--- config.mk ---
export PLATFORM = sky130hd
export DESIGN_NAME = anpd_monitor
export DESIGN_NICKNAME = d
export VERILOG_FILES = /design/src/verilog/anpd_pkg.sv /design/src/verilog/anpd_monitor.sv
export SDC_FILE = /design/constraint.sdc
export NUM_CORES = 1
export LEC_CHECK = 0
export ABC_AREA = 1
export CORE_UTILIZATION = 54
export CTS_CLUSTER_DIAMETER = 30
export DETAILED_ROUTE_END_ITERATION = 8
export DONT_BUFFER_PORTS = 1
export PLACE_DENSITY_LB_ADDON = 0.15
export SYNTH_ARGS = -nofsm -noshare
export SYNTH_HDL_FRONTEND = slang
export SYNTH_SLANG_ARGS = --single-unit
--- constraint.sdc ---
create_clock -name core_clk -period 3.1 [get_ports core_clk]
set_input_delay 0 -clock core_clk [delete_from_list [all_inputs] [get_ports core_clk]]
set_output_delay 0 -clock core_clk [all_outputs]
set_load 0.01 [all_outputs]
--- src/verilog/anpd_pkg.sv ---
// Constants and types shared by the negotiation and parallel detection monitor.
`default_nettype none
package anpd_pkg;
  // ==========================================================================
  // Clock and timing
  localparam int CLK_KHZ         = 25000;
  // Longest time allowed for a whole negotiation, in milliseconds.
  localparam int NEG_LIMIT_MS    = 500;
  localparam int NEG_LIMIT_CYC   = NEG_LIMIT_MS * CLK_KHZ;
  // Time spent sending bursts before parallel detection is tried.
  localparam int LISTEN_MS       = 50;
  localparam int LISTEN_CYC      = LISTEN_MS * CLK_KHZ;
  localparam int TMR_W           = 24;

  // ==========================================================================
  // Ability word bit positions, shared by the local and partner words
  localparam int AB_HD10         = 5;
  localparam int AB_FD10         = 6;
  localparam int AB_HD100        = 7;
  localparam int AB_FD100        = 8;
  localparam int AB_T4           = 9;
  localparam int AB_RFAULT       = 13;

  // ==========================================================================
  // Technology enable positions
  localparam int TECH_HD10       = 0;
  localparam int TECH_FD10       = 1;
  localparam int TECH_HD100      = 2;
  localparam int TECH_FD100      = 3;
  localparam logic [3:0] TECH_NONE = 4'h0;

  // ==========================================================================
  // Progress monitor codes, ordered so that larger means further along
  localparam logic [1:0] PRG_IDLE   = 2'h0;
  localparam logic [1:0] PRG_LISTEN = 2'h1;
  localparam logic [1:0] PRG_DETECT = 2'h2;
  localparam logic [1:0] PRG_DONE   = 2'h3;
  localparam logic [1:0] PRG_RESET  = 2'h0;

  // ==========================================================================
  // Arbitration states
  typedef enum logic [1:0] {
    ANPD_IDLE   = 2'b00,
    ANPD_LISTEN = 2'b01,
    ANPD_PDET   = 2'b10,
    ANPD_DONE   = 2'b11
  } anpd_state_type;
endpackage
`default_nettype wire

--- src/verilog/anpd_monitor.sv ---
// Negotiation arbitration with parallel detection, remote fault and progress monitor.
`timescale 1ns/1ns
`default_nettype none
module anpd_monitor #(
  parameter int LISTEN_CYC    = anpd_pkg::LISTEN_CYC,
  parameter int NEG_LIMIT_CYC = anpd_pkg::NEG_LIMIT_CYC
) (
  input  wire logic        core_clk,
  input  wire logic        reset,
  input  wire logic        an_enable,
  input  wire logic        restart_wr,
  input  wire logic        status_rd,
  input  wire logic [15:0] adv_word,
  input  wire logic        local_fault,
  input  wire logic        link_ok,
  input  wire logic        rx_word_valid,
  input  wire logic [15:0] rx_word,
  input  wire logic        rx_nlp,
  input  wire logic        rx_idle100,
  input  wire logic        rx_energy,
  output logic             restart_bit,
  output logic             flp_tx_en,
  output logic [15:0]      tx_word,
  output logic [15:0]      lp_ability,
  output logic             partner_negotiation_capable,
  output logic             pd_fault,
  output logic             no_signal,
  output logic             remote_fault,
  output logic             an_complete,
  output logic [3:0]       tech_en,
  output logic [1:0]       progress
);

  // ==========================================================================
  // Parameter checks, refused at elaboration.
  if (LISTEN_CYC < 1 || LISTEN_CYC >= NEG_LIMIT_CYC) begin : g_bad_listen
    $error("listen time must be at least one cycle and below the limit");
  end
  if (NEG_LIMIT_CYC >= (1 << anpd_pkg::TMR_W)) begin : g_bad_limit
    $error("negotiation limit does not fit the timer");
  end

  localparam logic [anpd_pkg::TMR_W-1:0] LISTEN_END = anpd_pkg::TMR_W'(LISTEN_CYC - 1);
  localparam logic [anpd_pkg::TMR_W-1:0] LIMIT_END  = anpd_pkg::TMR_W'(NEG_LIMIT_CYC - 1);

  // ==========================================================================
  // State
  typedef struct packed {
    anpd_pkg::anpd_state_type   st;
    logic                       restart;
    logic                       en_d;
    logic [anpd_pkg::TMR_W-1:0] lcnt;
    logic [anpd_pkg::TMR_W-1:0] tcnt;
    logic                       nlp_s;
    logic                       idle_s;
    logic                       sig_s;
    logic [15:0]                lp_ab;
    logic                       lp_cap;
    logic                       pd_flt;
    logic                       no_sig;
    logic                       done;
    logic [3:0]                 tech;
    logic [1:0]                 prog;
    logic [15:0]                txw;
  } anpd_regs_type;

  anpd_regs_type s_r;
  anpd_regs_type s_nxt;
  logic          rst_ev;
  logic [15:0]   common;
  logic [1:0]    cur_prog;

  // Arbitration is restarted by a restart write, a rising enable after a
  // drop, or the link going away after completion.
  assign rst_ev = s_r.restart | (an_enable & ~s_r.en_d)
                | ((s_r.st == anpd_pkg::ANPD_DONE) & ~link_ok);
  assign common = adv_word & rx_word;

  // Progress code of the current arbitration state.
  always_comb begin
    case (s_r.st)
      anpd_pkg::ANPD_LISTEN: cur_prog = anpd_pkg::PRG_LISTEN;
      anpd_pkg::ANPD_PDET:   cur_prog = anpd_pkg::PRG_DETECT;
      anpd_pkg::ANPD_DONE:   cur_prog = anpd_pkg::PRG_DONE;
      default:               cur_prog = anpd_pkg::PRG_IDLE;
    endcase
  end

  // ==========================================================================
  // Next state
  always_comb begin
    s_nxt         = s_r;
    s_nxt.restart = restart_wr;
    s_nxt.en_d    = an_enable;
    // The advertised remote fault is also set by the local link fault.
    s_nxt.txw = adv_word;
    s_nxt.txw[anpd_pkg::AB_RFAULT] = adv_word[anpd_pkg::AB_RFAULT] | local_fault;

    if (s_r.st != anpd_pkg::ANPD_IDLE && s_r.st != anpd_pkg::ANPD_DONE) begin
      s_nxt.tcnt = s_r.tcnt + 1'b1;
    end

    if (!an_enable || rst_ev) begin
      // Restart returns the machine to idle; completion and technology are dropped, progress kept.
      s_nxt.st     = anpd_pkg::ANPD_IDLE;
      s_nxt.lcnt   = '0;
      s_nxt.tcnt   = '0;
      s_nxt.nlp_s  = 1'b0;
      s_nxt.idle_s = 1'b0;
      s_nxt.sig_s  = 1'b0;
      s_nxt.done   = 1'b0;
      s_nxt.tech   = anpd_pkg::TECH_NONE;
    end else begin
      case (s_r.st)
        anpd_pkg::ANPD_IDLE: begin
          s_nxt.st     = anpd_pkg::ANPD_LISTEN;
          s_nxt.lp_ab  = '0;
          s_nxt.lp_cap = 1'b0;
          s_nxt.pd_flt = 1'b0;
          s_nxt.no_sig = 1'b0;
        end
        anpd_pkg::ANPD_LISTEN: begin
          s_nxt.lcnt   = s_r.lcnt + 1'b1;
          s_nxt.nlp_s  = s_r.nlp_s | rx_nlp;
          s_nxt.idle_s = s_r.idle_s | rx_idle100;
          s_nxt.sig_s  = s_r.sig_s | rx_energy;
          if (rx_word_valid) begin
            s_nxt.lp_ab  = rx_word;
            s_nxt.lp_cap = 1'b1;
            s_nxt.done   = 1'b1;
            s_nxt.st     = anpd_pkg::ANPD_DONE;
            // Fixed priority over the common abilities; 100 Mb/s T4 enables nothing.
            if (common[anpd_pkg::AB_FD100]) begin
              s_nxt.tech = 4'h1 << anpd_pkg::TECH_FD100;
            end else if (common[anpd_pkg::AB_T4]) begin
              s_nxt.tech = anpd_pkg::TECH_NONE;
            end else if (common[anpd_pkg::AB_HD100]) begin
              s_nxt.tech = 4'h1 << anpd_pkg::TECH_HD100;
            end else if (common[anpd_pkg::AB_FD10]) begin
              s_nxt.tech = 4'h1 << anpd_pkg::TECH_FD10;
            end else if (common[anpd_pkg::AB_HD10]) begin
              s_nxt.tech = 4'h1 << anpd_pkg::TECH_HD10;
            end else begin
              s_nxt.tech = anpd_pkg::TECH_NONE;
            end
          end else if (s_r.lcnt == LISTEN_END) begin
            s_nxt.st = anpd_pkg::ANPD_PDET;
          end
        end
        anpd_pkg::ANPD_PDET: begin
          s_nxt.lcnt = '0;
          if (s_r.nlp_s && s_r.idle_s) begin
            s_nxt.pd_flt = 1'b1;
            s_nxt.tech   = anpd_pkg::TECH_NONE;
            s_nxt.st     = anpd_pkg::ANPD_LISTEN;
          end else if (s_r.nlp_s || s_r.idle_s) begin
            s_nxt.lp_cap = 1'b0;
            s_nxt.pd_flt = 1'b0;
            s_nxt.no_sig = 1'b0;
            s_nxt.done   = 1'b1;
            s_nxt.st     = anpd_pkg::ANPD_DONE;
            if (s_r.nlp_s) begin
              s_nxt.lp_ab[anpd_pkg::AB_HD10] = 1'b1;
              s_nxt.tech = 4'h1 << anpd_pkg::TECH_HD10;
            end else begin
              s_nxt.lp_ab[anpd_pkg::AB_HD100] = 1'b1;
              s_nxt.tech = 4'h1 << anpd_pkg::TECH_HD100;
            end
          end else begin
            s_nxt.no_sig = ~s_r.sig_s;
            s_nxt.st     = anpd_pkg::ANPD_LISTEN;
          end
          s_nxt.nlp_s  = 1'b0;
          s_nxt.idle_s = 1'b0;
          s_nxt.sig_s  = 1'b0;
        end
        anpd_pkg::ANPD_DONE: begin
          s_nxt.st = anpd_pkg::ANPD_DONE;
        end
        default: begin
          s_nxt.st = anpd_pkg::ANPD_IDLE;
        end
      endcase
      // A negotiation that overruns its limit starts over from idle.  The timer
      // wraps here too, so a completion on the last cycle cannot leave it past the limit.
      if (s_r.tcnt == LIMIT_END) begin
        s_nxt.tcnt = '0;
        if (s_nxt.st != anpd_pkg::ANPD_DONE) begin
          s_nxt.st   = anpd_pkg::ANPD_IDLE;
          s_nxt.lcnt = '0;
        end
      end
    end

    // A read reloads the progress bits; otherwise they only rise, and
    // never after reaching completion.
    if (status_rd) begin
      s_nxt.prog = cur_prog;
    end else if (s_r.prog != anpd_pkg::PRG_DONE && cur_prog > s_r.prog) begin
      s_nxt.prog = cur_prog;
    end
  end

  // ==========================================================================
  // Registers
  always_ff @(posedge core_clk) begin
    if (reset) begin
      s_r        <= '0;
      s_r.st     <= anpd_pkg::ANPD_IDLE;
      s_r.prog   <= anpd_pkg::PRG_RESET;
    end else begin
      s_r <= s_nxt;
    end
  end

  assign restart_bit                 = s_r.restart;
  assign flp_tx_en                   = (s_r.st == anpd_pkg::ANPD_LISTEN);
  assign tx_word                     = s_r.txw;
  assign lp_ability                  = s_r.lp_ab;
  assign partner_negotiation_capable = s_r.lp_cap;
  assign pd_fault                    = s_r.pd_flt;
  assign no_signal                   = s_r.no_sig;
  assign remote_fault                = s_r.lp_ab[anpd_pkg::AB_RFAULT];
  assign an_complete                 = s_r.done;
  assign tech_en                     = s_r.tech;
  assign progress                    = s_r.prog;

  // ==========================================================================
  // Assertions
  restart_clear_a: assert property (@(posedge core_clk) disable iff (reset)
    restart_bit && !restart_wr |=> !restart_bit)
    else $error("restart bit did not clear itself");

  restart_idle_a: assert property (@(posedge core_clk) disable iff (reset)
    restart_bit |=> s_r.st == anpd_pkg::ANPD_IDLE && !an_complete)
    else $error("restart did not return arbitration to idle");

  start_listen_a: assert property (@(posedge core_clk) disable iff (reset)
    s_r.st == anpd_pkg::ANPD_IDLE && an_enable && !rst_ev |=> flp_tx_en)
    else $error("enabled negotiation did not start");

  pd_legacy10_a: assert property (@(posedge core_clk) disable iff (reset)
    s_r.st == anpd_pkg::ANPD_PDET && s_r.nlp_s && !s_r.idle_s && an_enable && !rst_ev
    |=> an_complete && !partner_negotiation_capable && lp_ability[anpd_pkg::AB_HD10]
        && tech_en == 4'h1)
    else $error("10 Mb/s parallel detection result wrong");

  pd_legacy100_a: assert property (@(posedge core_clk) disable iff (reset)
    s_r.st == anpd_pkg::ANPD_PDET && !s_r.nlp_s && s_r.idle_s && an_enable && !rst_ev
    |=> an_complete && !partner_negotiation_capable && lp_ability[anpd_pkg::AB_HD100]
        && tech_en == 4'h4)
    else $error("100 Mb/s parallel detection result wrong");

  pd_fault_a: assert property (@(posedge core_clk) disable iff (reset)
    s_r.st == anpd_pkg::ANPD_PDET && s_r.nlp_s && s_r.idle_s && an_enable && !rst_ev
    |=> pd_fault && tech_en == 4'h0 && !an_complete)
    else $error("multiple technologies did not raise the fault");

  no_signal_a: assert property (@(posedge core_clk) disable iff (reset)
    s_r.st == anpd_pkg::ANPD_PDET && !s_r.nlp_s && !s_r.idle_s && !s_r.sig_s
      && an_enable && !rst_ev |=> no_signal)
    else $error("absent signal not reported");

  flp_reply_a: assert property (@(posedge core_clk) disable iff (reset)
    flp_tx_en && rx_word_valid && an_enable && !rst_ev
    |=> partner_negotiation_capable && an_complete
        && remote_fault == $past(rx_word[anpd_pkg::AB_RFAULT]))
    else $error("burst reply not recorded");

  adv_fault_a: assert property (@(posedge core_clk) disable iff (reset)
    local_fault |=> tx_word[anpd_pkg::AB_RFAULT])
    else $error("local fault not advertised");

  prog_rise_a: assert property (@(posedge core_clk) disable iff (reset)
    !status_rd |=> progress >= $past(progress))
    else $error("progress bits fell without a read");

  prog_hold_a: assert property (@(posedge core_clk) disable iff (reset)
    progress == anpd_pkg::PRG_DONE && !status_rd |=> progress == anpd_pkg::PRG_DONE)
    else $error("progress changed after completion");

  limit_bound_a: assert property (@(posedge core_clk) disable iff (reset)
    s_r.tcnt <= LIMIT_END)
    else $error("negotiation timer overran its limit");

  // Reset, disable and result checks; every output here is registered, so
  // each implication looks one cycle after its cause; tech_single_a is checked in every cycle.
  reset_idle_a: assert property (@(posedge core_clk)
    reset |=> s_r.st == anpd_pkg::ANPD_IDLE && progress == anpd_pkg::PRG_RESET && !an_complete)
    else $error("reset did not clear arbitration and progress");

  tech_single_a: assert property (@(posedge core_clk) disable iff (reset)
    $onehot0(tech_en))
    else $error("more than one technology enabled");

  disable_idle_a: assert property (@(posedge core_clk) disable iff (reset)
    !an_enable |=> !flp_tx_en && !an_complete && tech_en == anpd_pkg::TECH_NONE)
    else $error("disabled negotiation left results active");

  burst_word_a: assert property (@(posedge core_clk) disable iff (reset)
    !local_fault |=> tx_word == $past(adv_word))
    else $error("burst word does not follow the advertisement");

  done_hold_a: assert property (@(posedge core_clk) disable iff (reset)
    an_complete && an_enable && link_ok && !restart_bit |=> an_complete)
    else $error("completion dropped without a restart");

  remote_fault_a: assert property (@(posedge core_clk) disable iff (reset)
    flp_tx_en && rx_word_valid && rx_word[anpd_pkg::AB_RFAULT] && an_enable && !rst_ev |=> remote_fault)
    else $error("partner fault not reported");

  top_tech_a: assert property (@(posedge core_clk) disable iff (reset)
    flp_tx_en && rx_word_valid && common[anpd_pkg::AB_FD100] && an_enable && !rst_ev
    |=> tech_en[anpd_pkg::TECH_FD100])
    else $error("common full duplex 100 Mb/s not chosen");

endmodule
`default_nettype wire

== Word level (Yosys, flattened, before mapping) ==
Cells that the tools add are included.

* Divide/modulo/power cells: 0
* Order comparisons: 1
* Muxes and demuxes: 45
* Multiply operators: 0
* Reductions and logical operators: 23
* Bitwise gates (word level): 13
* Shifts and indexed selects: 0
* Add/subtract/negate cells: 2
* Eq/ne operators: 14

{| class="wikitable"
|+ Operators by type and width
! operator !! number
|-
| adder 24 x 1 -> 24 bit (second input constant) || 2
|-
| two-way mux 24 bit || 2
|-
| two-way mux 48 bit || 1
|-
| one-hot mux 24 bit (2 select lines) || 1
|-
| equality test 24 x 21 -> 1 bit (second input constant) || 1
|-
| equality test 24 bit (second input constant) || 1
|-
| two-way mux 2 bit || 12
|-
| one-hot mux 5 bit (2 select lines) || 2
|-
| two-way mux 17 bit || 1
|-
| inequality test 2 bit (second input constant) || 8
|-
| one-hot mux 8 bit (2 select lines) || 1
|-
| AND reduction 3 bit || 4
|-
| AND reduction 6 bit || 2
|-
| AND 10 bit || 1
|-
| two-way mux 1 bit || 10
|-
| two-way mux 5 bit || 2
|-
| nonzero test 2 bit || 5
|-
| two-way mux 3 bit || 3
|-
| one-hot mux 1 bit (3 select lines) || 3
|-
| two-way mux 4 bit || 2
|-
| one-hot mux 2 bit (4 select lines) || 1
|-
| bitwise OR 1 bit || 6
|-
| one-hot mux 2 bit (3 select lines) || 1
|-
| one-hot mux 3 bit (2 select lines) || 1
|-
| 17 further kinds || 25
|}

* Output and inout port bits: 45
* Flip-flop bits (word level): 97
* Bits of input ports: 43
* Bits in latches: 0
* Bits in writable memories: 0
* Memories: 0
* Word-level logic and storage cells: 116
* ROM bits: 0

== Logic depth before layout (Yosys ltp) ==
* Depth after elaboration: 9
* Mapped depth: 13
* Depth with buffers taken out: 12

== Worst setup path after synthesis ==
OpenSTA, ideal clock, no wires.

* Path type: reg-to-reg
* From: register s_r[95] (netlist name)
* To: register s_r, in the netlist progress[0]
* Stages on the path, launching flop included: 12
* Period minus slack after synthesis: 1880 ps
* Path buffers: 1
* Slack: 1220 ps
* Library setup time: 126 ps
* Required time: 2974 ps
* Arrival: 1754 ps
* Path through: dfxtp_1 > inv_1 > ha_1 > clkbuf_1 > nor2_1 > nor2_1 > ha_1 > inv_1 > o21bai_1 > a31oi_1 > o21ai_0 > a21oi_1

* Word-level cells in the longest chain between the ends: 5
* Elaborated cells on any way between the ends: 9
* Classes of those cells: order compare: 1; eq/ne: 3; mux: 3; reduce/logical: 2

{| class="wikitable"
|+ Ends and longest elaborated chain
! what !! line !! RTL
|-
| start, declared || anpd_monitor.sv:67 || <nowiki>anpd_regs_type s_r;</nowiki>
|-
| start signal, assigned || anpd_monitor.sv:212 || <nowiki>s_r <= s_nxt;</nowiki>
|-
| equality test 2 bit / equality test 2 x 1 -> 1 bit (equally long branches) || anpd_monitor.sv:81 || <nowiki>case (s_r.st)</nowiki>
|-
| one-hot mux 2 bit (3 select lines) * || anpd_monitor.sv:81 ||
|-
| via cur_prog[1] || anpd_monitor.sv:71 || <nowiki>logic [1:0] cur_prog;</nowiki>
|-
| > comparator 2 bit * || anpd_monitor.sv:199 || <nowiki>end else if (s_r.prog != anpd_pkg::PRG_DONE && cur_prog > s_r.prog) begin</nowiki>
|-
| logical AND 1 bit * || anpd_monitor.sv:199 ||
|-
| nonzero test 2 bit (no line) * || - ||
|}

The timed path passes the listed nets; every way through them passes the cells marked *. The select of a mux whose other input is x is not followed.
A chain may end at the register's enable or synchronous reset.

== Worst setup path in the final report ==
* From: register s_r[95] (netlist name)
* To: register s_r, in the netlist lp_ability[14]

* Word-level cells in the longest chain between the ends: 6
* Elaborated cells on any way between the ends: 11
* Classes of those cells: eq/ne: 3; mux: 1; bitwise: 3; reduce/logical: 4

{| class="wikitable"
|+ Ends and longest elaborated chain
! what !! line !! RTL
|-
| equality test 2 bit || anpd_monitor.sv:76 || <nowiki>| ((s_r.st == anpd_pkg::ANPD_DONE) & ~link_ok);</nowiki>
|-
| AND 1 bit || anpd_monitor.sv:76 ||
|-
| bitwise OR 1 bit || anpd_monitor.sv:76 ||
|-
| logical OR 1 bit || anpd_monitor.sv:103 || <nowiki>if (!an_enable || rst_ev) begin</nowiki>
|-
| inverter 1 bit (no line) || - ||
|-
| AND reduction 3 bit (no line) || - ||
|}

Parallel ways exist; a longest one is shown, timed or not.

==> reports/qor.txt <==
Slowest cell on the critical path: nor2_2
Most frequent cell after synthesis: nand2_1
CP Capture Type: flop
Pwr Total: 2.39 mW
Unique cell type count in the Yosys netlist: 39
CTS tree: yes
Tcrit/Tclk final: 0.895
CTS buffer count: 9
Cell count after synthesis: 663
Final setup vio count: 0
Clock power share: 0.411
Crit path max fanout: 17
Core Region: 8720 sq um
R2R Path Start: s_r[95]$_SDFF_PP0_
Post-synth top cells: nand2_1 (106), dfxtp_1 (97), nor2_1 (92)
Routed length on met2: 5090 um
Final WL: 10600 um
GP Congestion: 0.891
Placed standard-cell area: 4660 sq um
Syn_nets: 718
Clk root buf: clkbuf_8
Hold slack: 0.0115 ns
Top cells by area, synth: dfxtp_1 (40%), nand2_1 (8.2%), nor2_1 (7.1%)
Tmin final: 2.77 ns
Grt ovf: 0
Top Metal Used: met4
Post-route ant nets: 0
LEAKAGE: 2.14 nW
RSZ-0062 raised after global routing: false
Die Area: 9390 sq um
Yosys warns: 0
Vias post-DR: 4162
Critical path type: flop to flop
Main synth FF type: dfxtp_1
Combinational Power Share: 0.053
Placed cell count: 721
Design Area, Final: 5510 sq um
First DRT Iteration DRCs: 154
Routed length on met3: 707 um
Clock Latency Late Sink: 0.35 ns
Reg power frac: 0.536
CTS Sinks: 97
Hold wc startpoint: rx_word[7]
Tot GR Track Use: 0.236
Worst endpoint data arrival time: 3.02 ns
Diodes inserted: 0
DR WL/cell: 13.4 um
Critical Path Max Stage Delay: 0.60 ns
CP required: 3.34 ns
Final-report hold violation count: 0
Synth-to-layout area growth: 13.2%
Worst slew margin: 0.504
Hold endpoint: tech_en[1]$_SDFFE_PP0P_
# Post-CTS Setup Buffers: 0
Hold Path Class: input port to flop
Clock slew at reported path FFs: 0.10 ns
Post-DP HPWL: 7160 um
Drt drc: 0
Non-Filler Instances: 796
Hold Crit Depth: 5
Mapped cell area: 4860 sq um
Rows: 34
Post-synth top area share: 0.399
Initial Utilization: 0.558
R2R setup slack: 0.33 ns
Setup TNS Final: 0 ns
Maximum root-to-sink buffer count: 2
Run status: finished, final reports clean
DR pass1 iterations: 5
Final Skew: 0.0201 ns
H-tree levels: 3
Startpoint Class: flop
Power per cell area: 434 nW/um^2
Fin. max-slew vios: 0
Vias per cell: 5.23
Proportion of layout cells with a drive suffix above 1: 0.102
Max Cap Viol: 0
FF-to-FF End: lp_ability[14]$_SDFFE_PP0P_
Area leader, netlist: dfxtp_1
Worst Reg2Reg Path Length in Cells: 8
Initial antenna violation count: 0
Post-synth EDFFs: 0
M1 WL: 4680 um
Pint: 1.86 mW
PortBufs: 0
Chip width: 96.9 um
Net Sw Frac: 0.220
Die H: 96.9 um
Synthesized flop and latch total: 97
CP cell instances: ha_1 -> inv_1 -> o21ai_1 -> nor2_2 -> o21ai_2 -> nand2_1 -> a21oi_1 -> dlygate4sd3_1
Vias in the first global route: 4121
Avg Cell Area, Syn: 7.34 sq um
Register area share after synthesis: 0.399
Sw power: 0.526 mW
Largest net degree at the start of global routing: 38
First-pass GRT wire length: 18300 um
# nets final: 739
Peak supply drop: 0.283 mV
Io pins: 88
Max Fclk: 360 MHz
Worst-margin pin slew: 0.743 ns
Asr flop ratio synth: 0
## metal layers
| metal | GRT usage | vias to the layer above |
|---|---|---|
| li1 | - | 2120 |
| met1 | 0.279 | 1878 |
| met2 | 0.423 | 149 |
| met3 | 0.0470 | 15 |
| met4 | 0.0804 | 0 |
| met5 | 0 | - |
## worst max-delay path, delay by kind of cell (launching register included)
kind / cells / cell delay, ns
simple gates: 2 / 0.74
buf+inv: 2 / 0.69
compound gates: 3 / 0.62
flops: 1 / 0.36
fa+ha+maj: 1 / 0.25
## cell type report
class                      count  area (sq um)
clock buffer                   9           124
clock inverter                 6           115
fill                         754          3210
inverter                      84           318
multi-input combinational    428          2230
sequential                    97          1940
tap                          108           135
timing repair buffer          64           641
## worst max-delay path by stage
stage                            start                           to  cells past startpoint
finish              s_r[95]$_SDFF_PP0_  lp_ability[14]$_SDFFE_PP0P_                      8
global route        s_r[95]$_SDFF_PP0_  lp_ability[14]$_SDFFE_PP0P_                      8
CTS                 s_r[95]$_SDFF_PP0_   lp_ability[4]$_SDFFE_PP0P_                      8
detailed placement  s_r[95]$_SDFF_PP0_           s_r[91]$_SDFF_PP0_                      9
global placement    s_r[95]$_SDFF_PP0_           s_r[89]$_SDFF_PP0_                     11
floorplan           s_r[95]$_SDFF_PP0_     progress[0]$_SDFFE_PP0P_                     11
## cell usage in the layout (no fill, tap or decap), types with 2 or more instances in the layout
cell	netlist	layout
a31oi_1	2	2
xnor2_1	10	10
inv_2	5	5
o22ai_1	2	2
nor2_4	2	2
o21ai_0	14	14
clkbuf_8	0	9
nor2_2	23	23
o21a_1	5	5
buf_4	40	4
or2_2	4	4
nor4_1	3	3
dlygate4sd3_1	0	59
nand2_1	106	106
nand3_1	38	38
nor2_1	92	92
dfxtp_1	97	97
nand3_2	3	3
nand2_2	6	6
a21oi_1	53	53
nor3_1	14	14
bufinv_16	0	3
inv_1	78	78
ha_1	12	12
xor2_1	11	11
nand4_1	17	17
## sequential cells by signal, indices dropped and copies added (netlist names)
| register | cells |
|---|---|
| progress | 2 |
| s_r | 54 |
| an_complete | 1 |
| restart_bit | 1 |
| tx_word | 16 |
| tech_en | 4 |
| no_signal | 1 |
| lp_ability | 16 |
| partner_negotiation_capable | 1 |
| pd_fault | 1 |
## what timing repair did
action                    4_1_cts  5_1_grt
hold buffers                   60        0
resized for setup               0        0
hold endpoints to repair       49        0
## logic make-up after synthesis
group | Yosys count | share of synthesized area
buffers and inverters | 138 | 0.142
AO/OA/AOI/OAI | 83 | 0.0931
adder cells (fa/ha/maj) | 12 | 0.0309
flip-flops | 97 | 0.399
AND/OR/NAND/NOR | 312 | 0.297
XOR/XNOR | 21 | 0.0378
## power groups by stage
stage          combinational (mW)  sequential [mW]  clock, mW
2_1_floorplan              0.0846             1.30          0
3_3_place_gp               0.0589             1.31          0
3_5_place_dp               0.0612             1.31          0
4_1_cts                     0.123             1.28       1.00
5_1_grt                     0.140             1.28       1.05
6_report                    0.127             1.28      0.981
## stage by stage
step	util	setup WS, ns
after global routing	0.631	0.149
after global placement	0.534	0.953
after floorplan	-	1.22
final	0.631	0.326
after CTS	0.631	0.403
after detailed placement	0.534	0.885
Note: power is estimated with default switching activity, not from simulation.
